`config.mk`:
```
export PLATFORM = sky130hd
export DESIGN_NAME = odtpd_transition
export DESIGN_NICKNAME = d
export VERILOG_FILES = /design/src/shared/odtpd_pkg.sv /design/src/rtl/odtpd_transition.sv
export VERILOG_INCLUDE_DIRS = /design/src /design/src/shared
export SDC_FILE = /design/constraint.sdc
export NUM_CORES = 1
export LEC_CHECK = 0
export BUFFER_PORTS_ARGS = -buffer_cell sky130_fd_sc_hd__buf_2
export CORE_ASPECT_RATIO = 1.5
export CORE_MARGIN = 2
export CORE_UTILIZATION = 50
export DETAILED_ROUTE_END_ITERATION = 6
export PLACE_DENSITY = 0.76
export SETUP_SLACK_MARGIN = 0.5
export SLEW_MARGIN = 10
export SYNTH_ARGS = -nofsm -noshare
export SYNTH_HDL_FRONTEND = slang
export SYNTH_SLANG_ARGS = --single-unit
```
`constraint.sdc`:
```
create_clock -name core_clk -period 4.4 [get_ports core_clk]
set_input_delay 0.66 -clock core_clk [delete_from_list [all_inputs] [get_ports core_clk]]
set_output_delay 0.66 -clock core_clk [all_outputs]
set_load 0.01 [all_outputs]
```
`src/shared/odtpd_map.svh`:
```
/*
  Timing constants for the ODT power-down transition tracker.
  Assumes a 200 MHz core_clk that is also the memory clock reference.
*/
`ifndef ODTPD_MAP_SVH
`define ODTPD_MAP_SVH
`define ODTPD_CLK_PS          32'd5000
`define ODTPD_TAONPD_MIN_PS   32'd2000
`define ODTPD_TAONPD_MAX_PS   32'd8500
`define ODTPD_ASYNC_MIN_CYC   ((`ODTPD_TAONPD_MIN_PS + `ODTPD_CLK_PS - 32'd1) / `ODTPD_CLK_PS)
`define ODTPD_ASYNC_MAX_CYC   (((`ODTPD_TAONPD_MAX_PS / `ODTPD_CLK_PS) < 32'd1) ? 32'd1 : (`ODTPD_TAONPD_MAX_PS / `ODTPD_CLK_PS))
`define ODTPD_ODTL_OFS        8'h02
`define ODTPD_ANPD_OFS        8'h01
`endif

```
`src/shared/odtpd_pkg.sv`:
```
/*
  Types for the ODT power-down transition tracker.
  Assumes the map header supplies all numbers.
*/
package odtpd_pkg;
  typedef enum logic [1:0] {
    ODTPD_SYNC  = 2'b00,
    ODTPD_ENTRY = 2'b01,
    ODTPD_ASYNC = 2'b11,
    ODTPD_EXIT  = 2'b10
  } odtpd_mode_t;
endpackage : odtpd_pkg

```
`src/rtl/odtpd_transition.sv`:
```
/*
  Tracks ODT synchronous/asynchronous behaviour around precharge power-down
  entry and exit with the DLL off, and drives the resulting termination state.
  Assumes cke, odt, refresh_cmd come from the controller on core_clk, and that
  write latency and tRFC/tXPDLL counts are stable configuration inputs.
*/
`include "odtpd_map.svh"

module odtpd_transition (
  input  wire logic       core_clk,
  input  wire logic       reset_n,
  input  wire logic       cke,
  input  wire logic       odt,
  input  wire logic       refresh_cmd,
  input  wire logic       dll_on_in_pd,
  input  wire logic [4:0] write_latency,
  input  wire logic [9:0] trfc_cycles,
  input  wire logic [5:0] txpdll_cycles,
  output logic            rtt_on,
  output logic            in_window,
  output logic            async_mode
);

  // Pins arrive from outside core_clk's launch point; two stages each
  logic [2:0] sync1_reg;
  logic [2:0] sync2_reg;
  logic       cke_q;
  logic       odt_q;
  logic       ref_q;
  always_ff @(posedge core_clk) begin
    if (!reset_n) begin
      // CKE idles high; resetting its stages low would fake a CKE fall after reset
      sync1_reg <= 3'h1;
      sync2_reg <= 3'h1;
    end else begin
      sync1_reg <= {refresh_cmd, odt, cke};
      sync2_reg <= sync1_reg;
    end
  end
  assign cke_q = sync2_reg[0];
  assign odt_q = sync2_reg[1];
  assign ref_q = sync2_reg[2];

  // Latencies derived from write latency
  logic [7:0] odtl;
  logic [7:0] anpd;
  assign odtl = {3'h0, write_latency} - `ODTPD_ODTL_OFS;
  assign anpd = {3'h0, write_latency} - `ODTPD_ANPD_OFS;

  // ODT and CKE history: the sync path taps ODT at the latency depth, and the
  // CKE edge detector compares against the previous sample.
  logic [31:0] odt_hist_reg;
  logic [31:0] odt_hist_next;
  logic [31:0] cke_hist_reg;
  logic [31:0] cke_hist_next;
  always_comb begin
    odt_hist_next = {odt_hist_reg[30:0], odt_q};
    cke_hist_next = {cke_hist_reg[30:0], cke_q};
  end
  always_ff @(posedge core_clk) begin
    if (!reset_n) begin
      odt_hist_reg <= 32'h0;
      cke_hist_reg <= 32'hffffffff;
    end else begin
      odt_hist_reg <= odt_hist_next;
      cke_hist_reg <= cke_hist_next;
    end
  end

  // Refresh tracking: cycles left of tRFC
  logic [9:0] rfc_left_reg;
  logic [9:0] rfc_left_next;
  always_comb begin
    rfc_left_next = rfc_left_reg;
    if (ref_q && cke_q) begin
      rfc_left_next = trfc_cycles;
    end else if (rfc_left_reg != 10'h0) begin
      rfc_left_next = rfc_left_reg - 10'h1;
    end
  end
  always_ff @(posedge core_clk) begin
    if (!reset_n) begin
      rfc_left_reg <= 10'h0;
    end else begin
      rfc_left_reg <= rfc_left_next;
    end
  end

  // Window tracking. Windows are opened on the delayed timeline: a CKE edge
  // seen now means the window began anpd cycles ago, so the tail counters
  // cover only the after-part on plain entry and on exit from ASYNC.
  logic        cke_d;
  logic        cke_fall;
  logic        cke_rise;
  logic [10:0] hold_reg;
  logic [10:0] hold_next;
  logic [10:0] entry_len;
  logic [10:0] exit_len;
  odtpd_pkg::odtpd_mode_t mode_reg;
  odtpd_pkg::odtpd_mode_t mode_next;
  assign cke_d    = cke_hist_reg[0];
  assign cke_fall = cke_d && !cke_q;
  assign cke_rise = !cke_d && cke_q;
  assign entry_len = ({1'b0, rfc_left_reg} > {3'h0, anpd}) ? {1'b0, rfc_left_reg} : {3'h0, anpd};
  assign exit_len  = {3'h0, anpd} + {5'h0, txpdll_cycles};

  always_comb begin
    mode_next = mode_reg;
    hold_next = (hold_reg != 11'h0) ? hold_reg - 11'h1 : 11'h0;
    if (dll_on_in_pd) begin
      mode_next = odtpd_pkg::ODTPD_SYNC;
      hold_next = 11'h0;
    end else begin
      unique case (mode_reg)
        odtpd_pkg::ODTPD_SYNC: begin
          if (cke_fall) begin
            mode_next = odtpd_pkg::ODTPD_ENTRY;
            hold_next = (rfc_left_reg != 10'h0) ? entry_len : 11'h1;
          end
        end
        odtpd_pkg::ODTPD_ENTRY: begin
          if (cke_rise) begin
            // Overlap keeps the window open through the exit end
            mode_next = odtpd_pkg::ODTPD_EXIT;
            hold_next = (hold_reg > exit_len) ? hold_reg : exit_len;
          end else if (hold_reg <= 11'h1) begin
            mode_next = odtpd_pkg::ODTPD_ASYNC;
          end
        end
        odtpd_pkg::ODTPD_ASYNC: begin
          if (cke_rise) begin
            mode_next = odtpd_pkg::ODTPD_EXIT;
            hold_next = {5'h0, txpdll_cycles};
          end
        end
        odtpd_pkg::ODTPD_EXIT: begin
          if (cke_fall) begin
            // Short CKE high: extend to the end of the next entry window
            mode_next = odtpd_pkg::ODTPD_ENTRY;
            hold_next = (rfc_left_reg != 10'h0) ? entry_len : 11'h1;
          end else if (hold_reg <= 11'h1) begin
            mode_next = odtpd_pkg::ODTPD_SYNC;
          end
        end
      endcase
    end
  end
  always_ff @(posedge core_clk) begin
    if (!reset_n) begin
      mode_reg <= odtpd_pkg::ODTPD_SYNC;
      hold_reg <= 11'h0;
    end else begin
      mode_reg <= mode_next;
      hold_reg <= hold_next;
    end
  end

  // Termination response. Sync path: ODT delayed by odtl clocks (AL included in
  // write latency). Async path: fixed analog delay, AL ignored. Inside a window
  // the async delay is used, which lies inside both the min and max bounds.
  logic sync_odt;
  logic async_odt;
  logic use_async;
  logic rtt_next;
  assign sync_odt  = odt_hist_reg[odtl[4:0]];
  assign async_odt = odt_hist_reg[`ODTPD_ASYNC_MIN_CYC - 32'd1];
  assign use_async = (mode_reg != odtpd_pkg::ODTPD_SYNC);
  always_comb begin
    rtt_next = use_async ? async_odt : sync_odt;
  end
  always_ff @(posedge core_clk) begin
    if (!reset_n) begin
      rtt_on     <= 1'b0;
      in_window  <= 1'b0;
      async_mode <= 1'b0;
    end else begin
      rtt_on     <= rtt_next;
      in_window  <= (mode_next == odtpd_pkg::ODTPD_ENTRY) || (mode_next == odtpd_pkg::ODTPD_EXIT);
      async_mode <= (mode_next == odtpd_pkg::ODTPD_ASYNC);
    end
  end
endmodule : odtpd_transition

```
==> out/qor_table.md <==
| Metric | Value |
|:---|:---|
| Kind of end point of the critical path | flip-flop |
| Die Y | 112 um |
| Max-cap violations | 0 |
| Synthesized flop and latch total | 65 |
| Worst Max-Slew Pin Slew | 1.02 ns |
| Total power density per cell area | 714 nW/um^2 |
| Portion of the clock cycle consumed by the worst path in the final layout | 0.865 |
| Count of final hold-check violations | 0 |
| Via count of the first global-routing pass | 3345 |
| DRC violation count after routing | 0 |
| Syn-to-layout area delta | 17.0% |
| Aggregate global routing overflow | 0 |
| Sinks on the clock net | 65 |
| Buffer cell driving the clock tree root | sky130_fd_sc_hd__clkbuf_16 |
| DRT iter0 DRCs | 271 |
| Initial Utilization | 0.515 |
| Number of non-filler instances in the completed layout | 565 |
| Worst-case reg-to-reg path depth | 9 |
| Most common cell after layout, fill and taps aside | sky130_fd_sc_hd__dfxtp_1 |
| Total negative slack for setup checks | 0 ns |
| Post-route minimum period | 3.81 ns |
| Number of enable flip-flop cells after synthesis | 0 |
| Routability-driven placement congestion ratio | 0.919 |
| Register clock-pin slew on the reported worst setup and hold paths | 0.06 ns |
| Slew Limit Fails | 0 |
| Instance count along the most critical hold path | 1 |
| Placed Instances | 542 |
| Share of flip-flops with an asynchronous set or reset after synthesis | 0 |
| Max Buffers Root-to-Sink | 2 |
| WL/cell | 16.4 um |
| Setup-failing EPs final | 0 |
| Number of nets in the final layout | 516 |
| Max FFs per register | 32 |
| Antenna viol nets, final | 0 |
| Instance count of the mapped netlist | 423 |
| Floorplan die area | 8520 sq um |
| Count of yosys warnings during synthesis | 0 |
| Via count normalized by instance count | 5.83 |
| Max Fanout on Critical Path | 10 |
| Post-synth top flop | sky130_fd_sc_hd__dfxtp_1 |
| Total power | 3.25 mW |
| Number of buffers added by the clock tree synthesis step | 9 |
| Result of the run | complete, no violations |
| Leakage component of the power | 1.95 nW |
| Unrepaired setup endpoints after global routing | yes |
| Core area | 7560 sq um |
| Worst vdd rail ir drop | 0.000453 V |
| Mean post-synth cell area | 9.21 sq um |
| Number of levels in the clock H-tree | 3 |
| Cell row count | 39 |
| Chip width | 76.1 um |
| Number of search-and-repair iterations in the first detailed-routing pass | 4 |
| First-pass GRT wire length | 15200 um |
| Count of distinct cell types in the synthesized netlist | 61 |
| Post-synthesis instance area | 3890 sq um |
| Most used cells in the layout excluding fill and tap cells | 65 x sky130_fd_sc_hd__dfxtp_1, 40 x sky130_fd_sc_hd__and2_1, 33 x sky130_fd_sc_hd__nand2_1 |
| Worst hold-check slack | 0.405 ns |
| Worst Clk Skew | 0.00774 ns |
| Worst slew slack as a fraction of its limit | 0.313 |
| CP required | 4.62 ns |
| Number of antenna repair diodes | 0 |
| Initial antenna violation count | 0 |
| Clock insertion delay at the later pin of the skew report | 0.33 ns |
| Total length of routed wires | 9260 um |
| Proportion of layout cells with a drive suffix above 1 | 0.201 |
| Startpoint type of the worst setup path | input pin |
| Number of buffer cells added on primary ports | 29 |
| Worst min path class | reg -> reg |
| Sequential share of the synthesized area | 0.334 |
| Clock tree from TritonCTS | done |
| FMAX | 263 MHz |
| Arrival time at the worst endpoint | 4.03 ns |
| Maximum number of pins on one net before global-route repair | 56 |
| Estimated wirelength of the detail-placed design | 6840 um |
| Kind of critical path | in -> reg |
| Via count | 3294 |
| Num ports | 30 |
| Number of nets in the synthesized netlist | 481 |
| Global-route usage over all layers | 0.225 |
-- cell families (layout without fill, tap and decap cells) --
group	Yosys count	in the layout	share of synthesized area
DFF	65	65	0.334
AOI/OAI and AO/OA	95	95	0.176
muxes	19	19	0.0823
buffers and inverters	41	81	0.0398
xor gates and xnor gates	21	21	0.0472
and+or+nand+nor	151	151	0.219
adders and majority gates	31	31	0.102
-- layer usage --
| metal | vias to the layer above | part of all wire | track usage |
|---|---|---|---|
| li1 | 1590 | - | - |
| met1 | 1553 | 0.39 | 0.237 |
| met2 | 111 | 0.50 | 0.396 |
| met3 | 40 | 0.047 | 0.0458 |
| met4 | 0 | 0.059 | 0.164 |
| met5 | - | 0 | 0 |
-- through the flow --
step / utilization / instance area, sq um / worst slack (ns)
CTS: 0.593 / 4490 / 0.516
floorplan: - / 3910 / 0.510
finish: 0.602 / 4550 / 0.594
global placement: 0.549 / 4150 / 0.191
detailed placement: 0.549 / 4150 / 0.0529
global route: 0.602 / 4550 / 0.457
-- layout make-up --
class	count	area, sq um
clock buffer	10	239
clock inverter	6	95.1
fill	643	3010
inverter	22	82.6
multi-input combinational	317	2460
sequential	65	1300
tap	102	128
timing repair buffer	43	250
-- repair_timing --
item	4_1_cts	5_1_grt
cloned	0	0
hold buffers	0	0
pin swaps	0	2
endpoints found under the setup margin	10	11
setup buffers	0	7
resized for setup	1	3
-- worst max-delay path, stage by stage --
cell                       delay, ns
sky130_fd_sc_hd__buf_2          0.13
sky130_fd_sc_hd__inv_1          0.07
sky130_fd_sc_hd__ha_1           0.20
sky130_fd_sc_hd__a21bo_2        0.25
sky130_fd_sc_hd__xor2_2         0.22
sky130_fd_sc_hd__inv_1          0.08
sky130_fd_sc_hd__ha_1           0.34
sky130_fd_sc_hd__a21oi_1        0.18
sky130_fd_sc_hd__xnor2_1        0.17
sky130_fd_sc_hd__ha_1           0.28
sky130_fd_sc_hd__or2_2          0.28
sky130_fd_sc_hd__a21oi_1        0.16
sky130_fd_sc_hd__a21oi_1        0.08
sky130_fd_sc_hd__o221ai_1       0.18
sky130_fd_sc_hd__and3_1         0.20
sky130_fd_sc_hd__buf_4          0.18
sky130_fd_sc_hd__o21ai_0        0.10
sky130_fd_sc_hd__a32o_1         0.25
-- worst paths after layout --
check / start / end / slack, ns
worst max-delay path: write_latency[2] / hold_reg[8]$_SDFFE_PP0P_ / 0.59
worst min-delay path: sync1_reg[0]$_SDFF_PN1_ / sync2_reg[0]$_SDFF_PN1_ / 0.41
worst max register to register: rfc_left_reg[0]$_SDFFE_PN0P_ / hold_reg[2]$_SDFFE_PP0P_ / 1.64
worst min register to register: sync1_reg[0]$_SDFF_PN1_ / sync2_reg[0]$_SDFF_PN1_ / 0.41
-- cell usage after synthesis, types with 2 or more instances --
| master | number | share of area |
|---|---|---|
| sky130_fd_sc_hd__a211oi_1 | 2 | 0.0039 |
| sky130_fd_sc_hd__a21boi_0 | 5 | 0.0096 |
| sky130_fd_sc_hd__a21o_1 | 3 | 0.0058 |
| sky130_fd_sc_hd__a21oi_1 | 20 | 0.026 |
| sky130_fd_sc_hd__a31oi_1 | 2 | 0.0032 |
| sky130_fd_sc_hd__and2_1 | 40 | 0.064 |
| sky130_fd_sc_hd__clkbuf_1 | 18 | 0.017 |
| sky130_fd_sc_hd__dfxtp_1 | 65 | 0.33 |
| sky130_fd_sc_hd__ha_1 | 30 | 0.096 |
| sky130_fd_sc_hd__inv_1 | 22 | 0.021 |
| sky130_fd_sc_hd__mux2_2 | 4 | 0.012 |
| sky130_fd_sc_hd__mux2i_1 | 5 | 0.013 |
| sky130_fd_sc_hd__mux4_2 | 10 | 0.058 |
| sky130_fd_sc_hd__nand2_1 | 33 | 0.032 |
| sky130_fd_sc_hd__nand2b_1 | 9 | 0.014 |
| sky130_fd_sc_hd__nand3_1 | 8 | 0.010 |
| sky130_fd_sc_hd__nand4_1 | 3 | 0.0048 |
| sky130_fd_sc_hd__nor2_1 | 19 | 0.018 |
| sky130_fd_sc_hd__nor2b_1 | 5 | 0.0080 |
| sky130_fd_sc_hd__nor3_1 | 7 | 0.0090 |
| sky130_fd_sc_hd__nor4_1 | 4 | 0.0064 |
| sky130_fd_sc_hd__o211a_1 | 6 | 0.015 |
| sky130_fd_sc_hd__o211ai_1 | 7 | 0.013 |
| sky130_fd_sc_hd__o21a_1 | 2 | 0.0039 |
| sky130_fd_sc_hd__o21ai_0 | 15 | 0.019 |
| sky130_fd_sc_hd__o221a_2 | 2 | 0.0058 |
| sky130_fd_sc_hd__o221ai_1 | 4 | 0.0090 |
| sky130_fd_sc_hd__o22ai_1 | 6 | 0.0096 |
| sky130_fd_sc_hd__o31ai_1 | 7 | 0.013 |
| sky130_fd_sc_hd__or2_2 | 4 | 0.0064 |
| sky130_fd_sc_hd__or3_1 | 6 | 0.0096 |
| sky130_fd_sc_hd__or4_4 | 2 | 0.0058 |
| sky130_fd_sc_hd__xnor2_1 | 11 | 0.025 |
| sky130_fd_sc_hd__xor2_1 | 10 | 0.022 |
-- power breakdown --
part           internal, mW  switching [mW]
Combinational         0.788           0.839
Sequential            0.676           0.154
Clock                 0.519           0.274
Note: power is estimated with default switching activity, not from simulation.
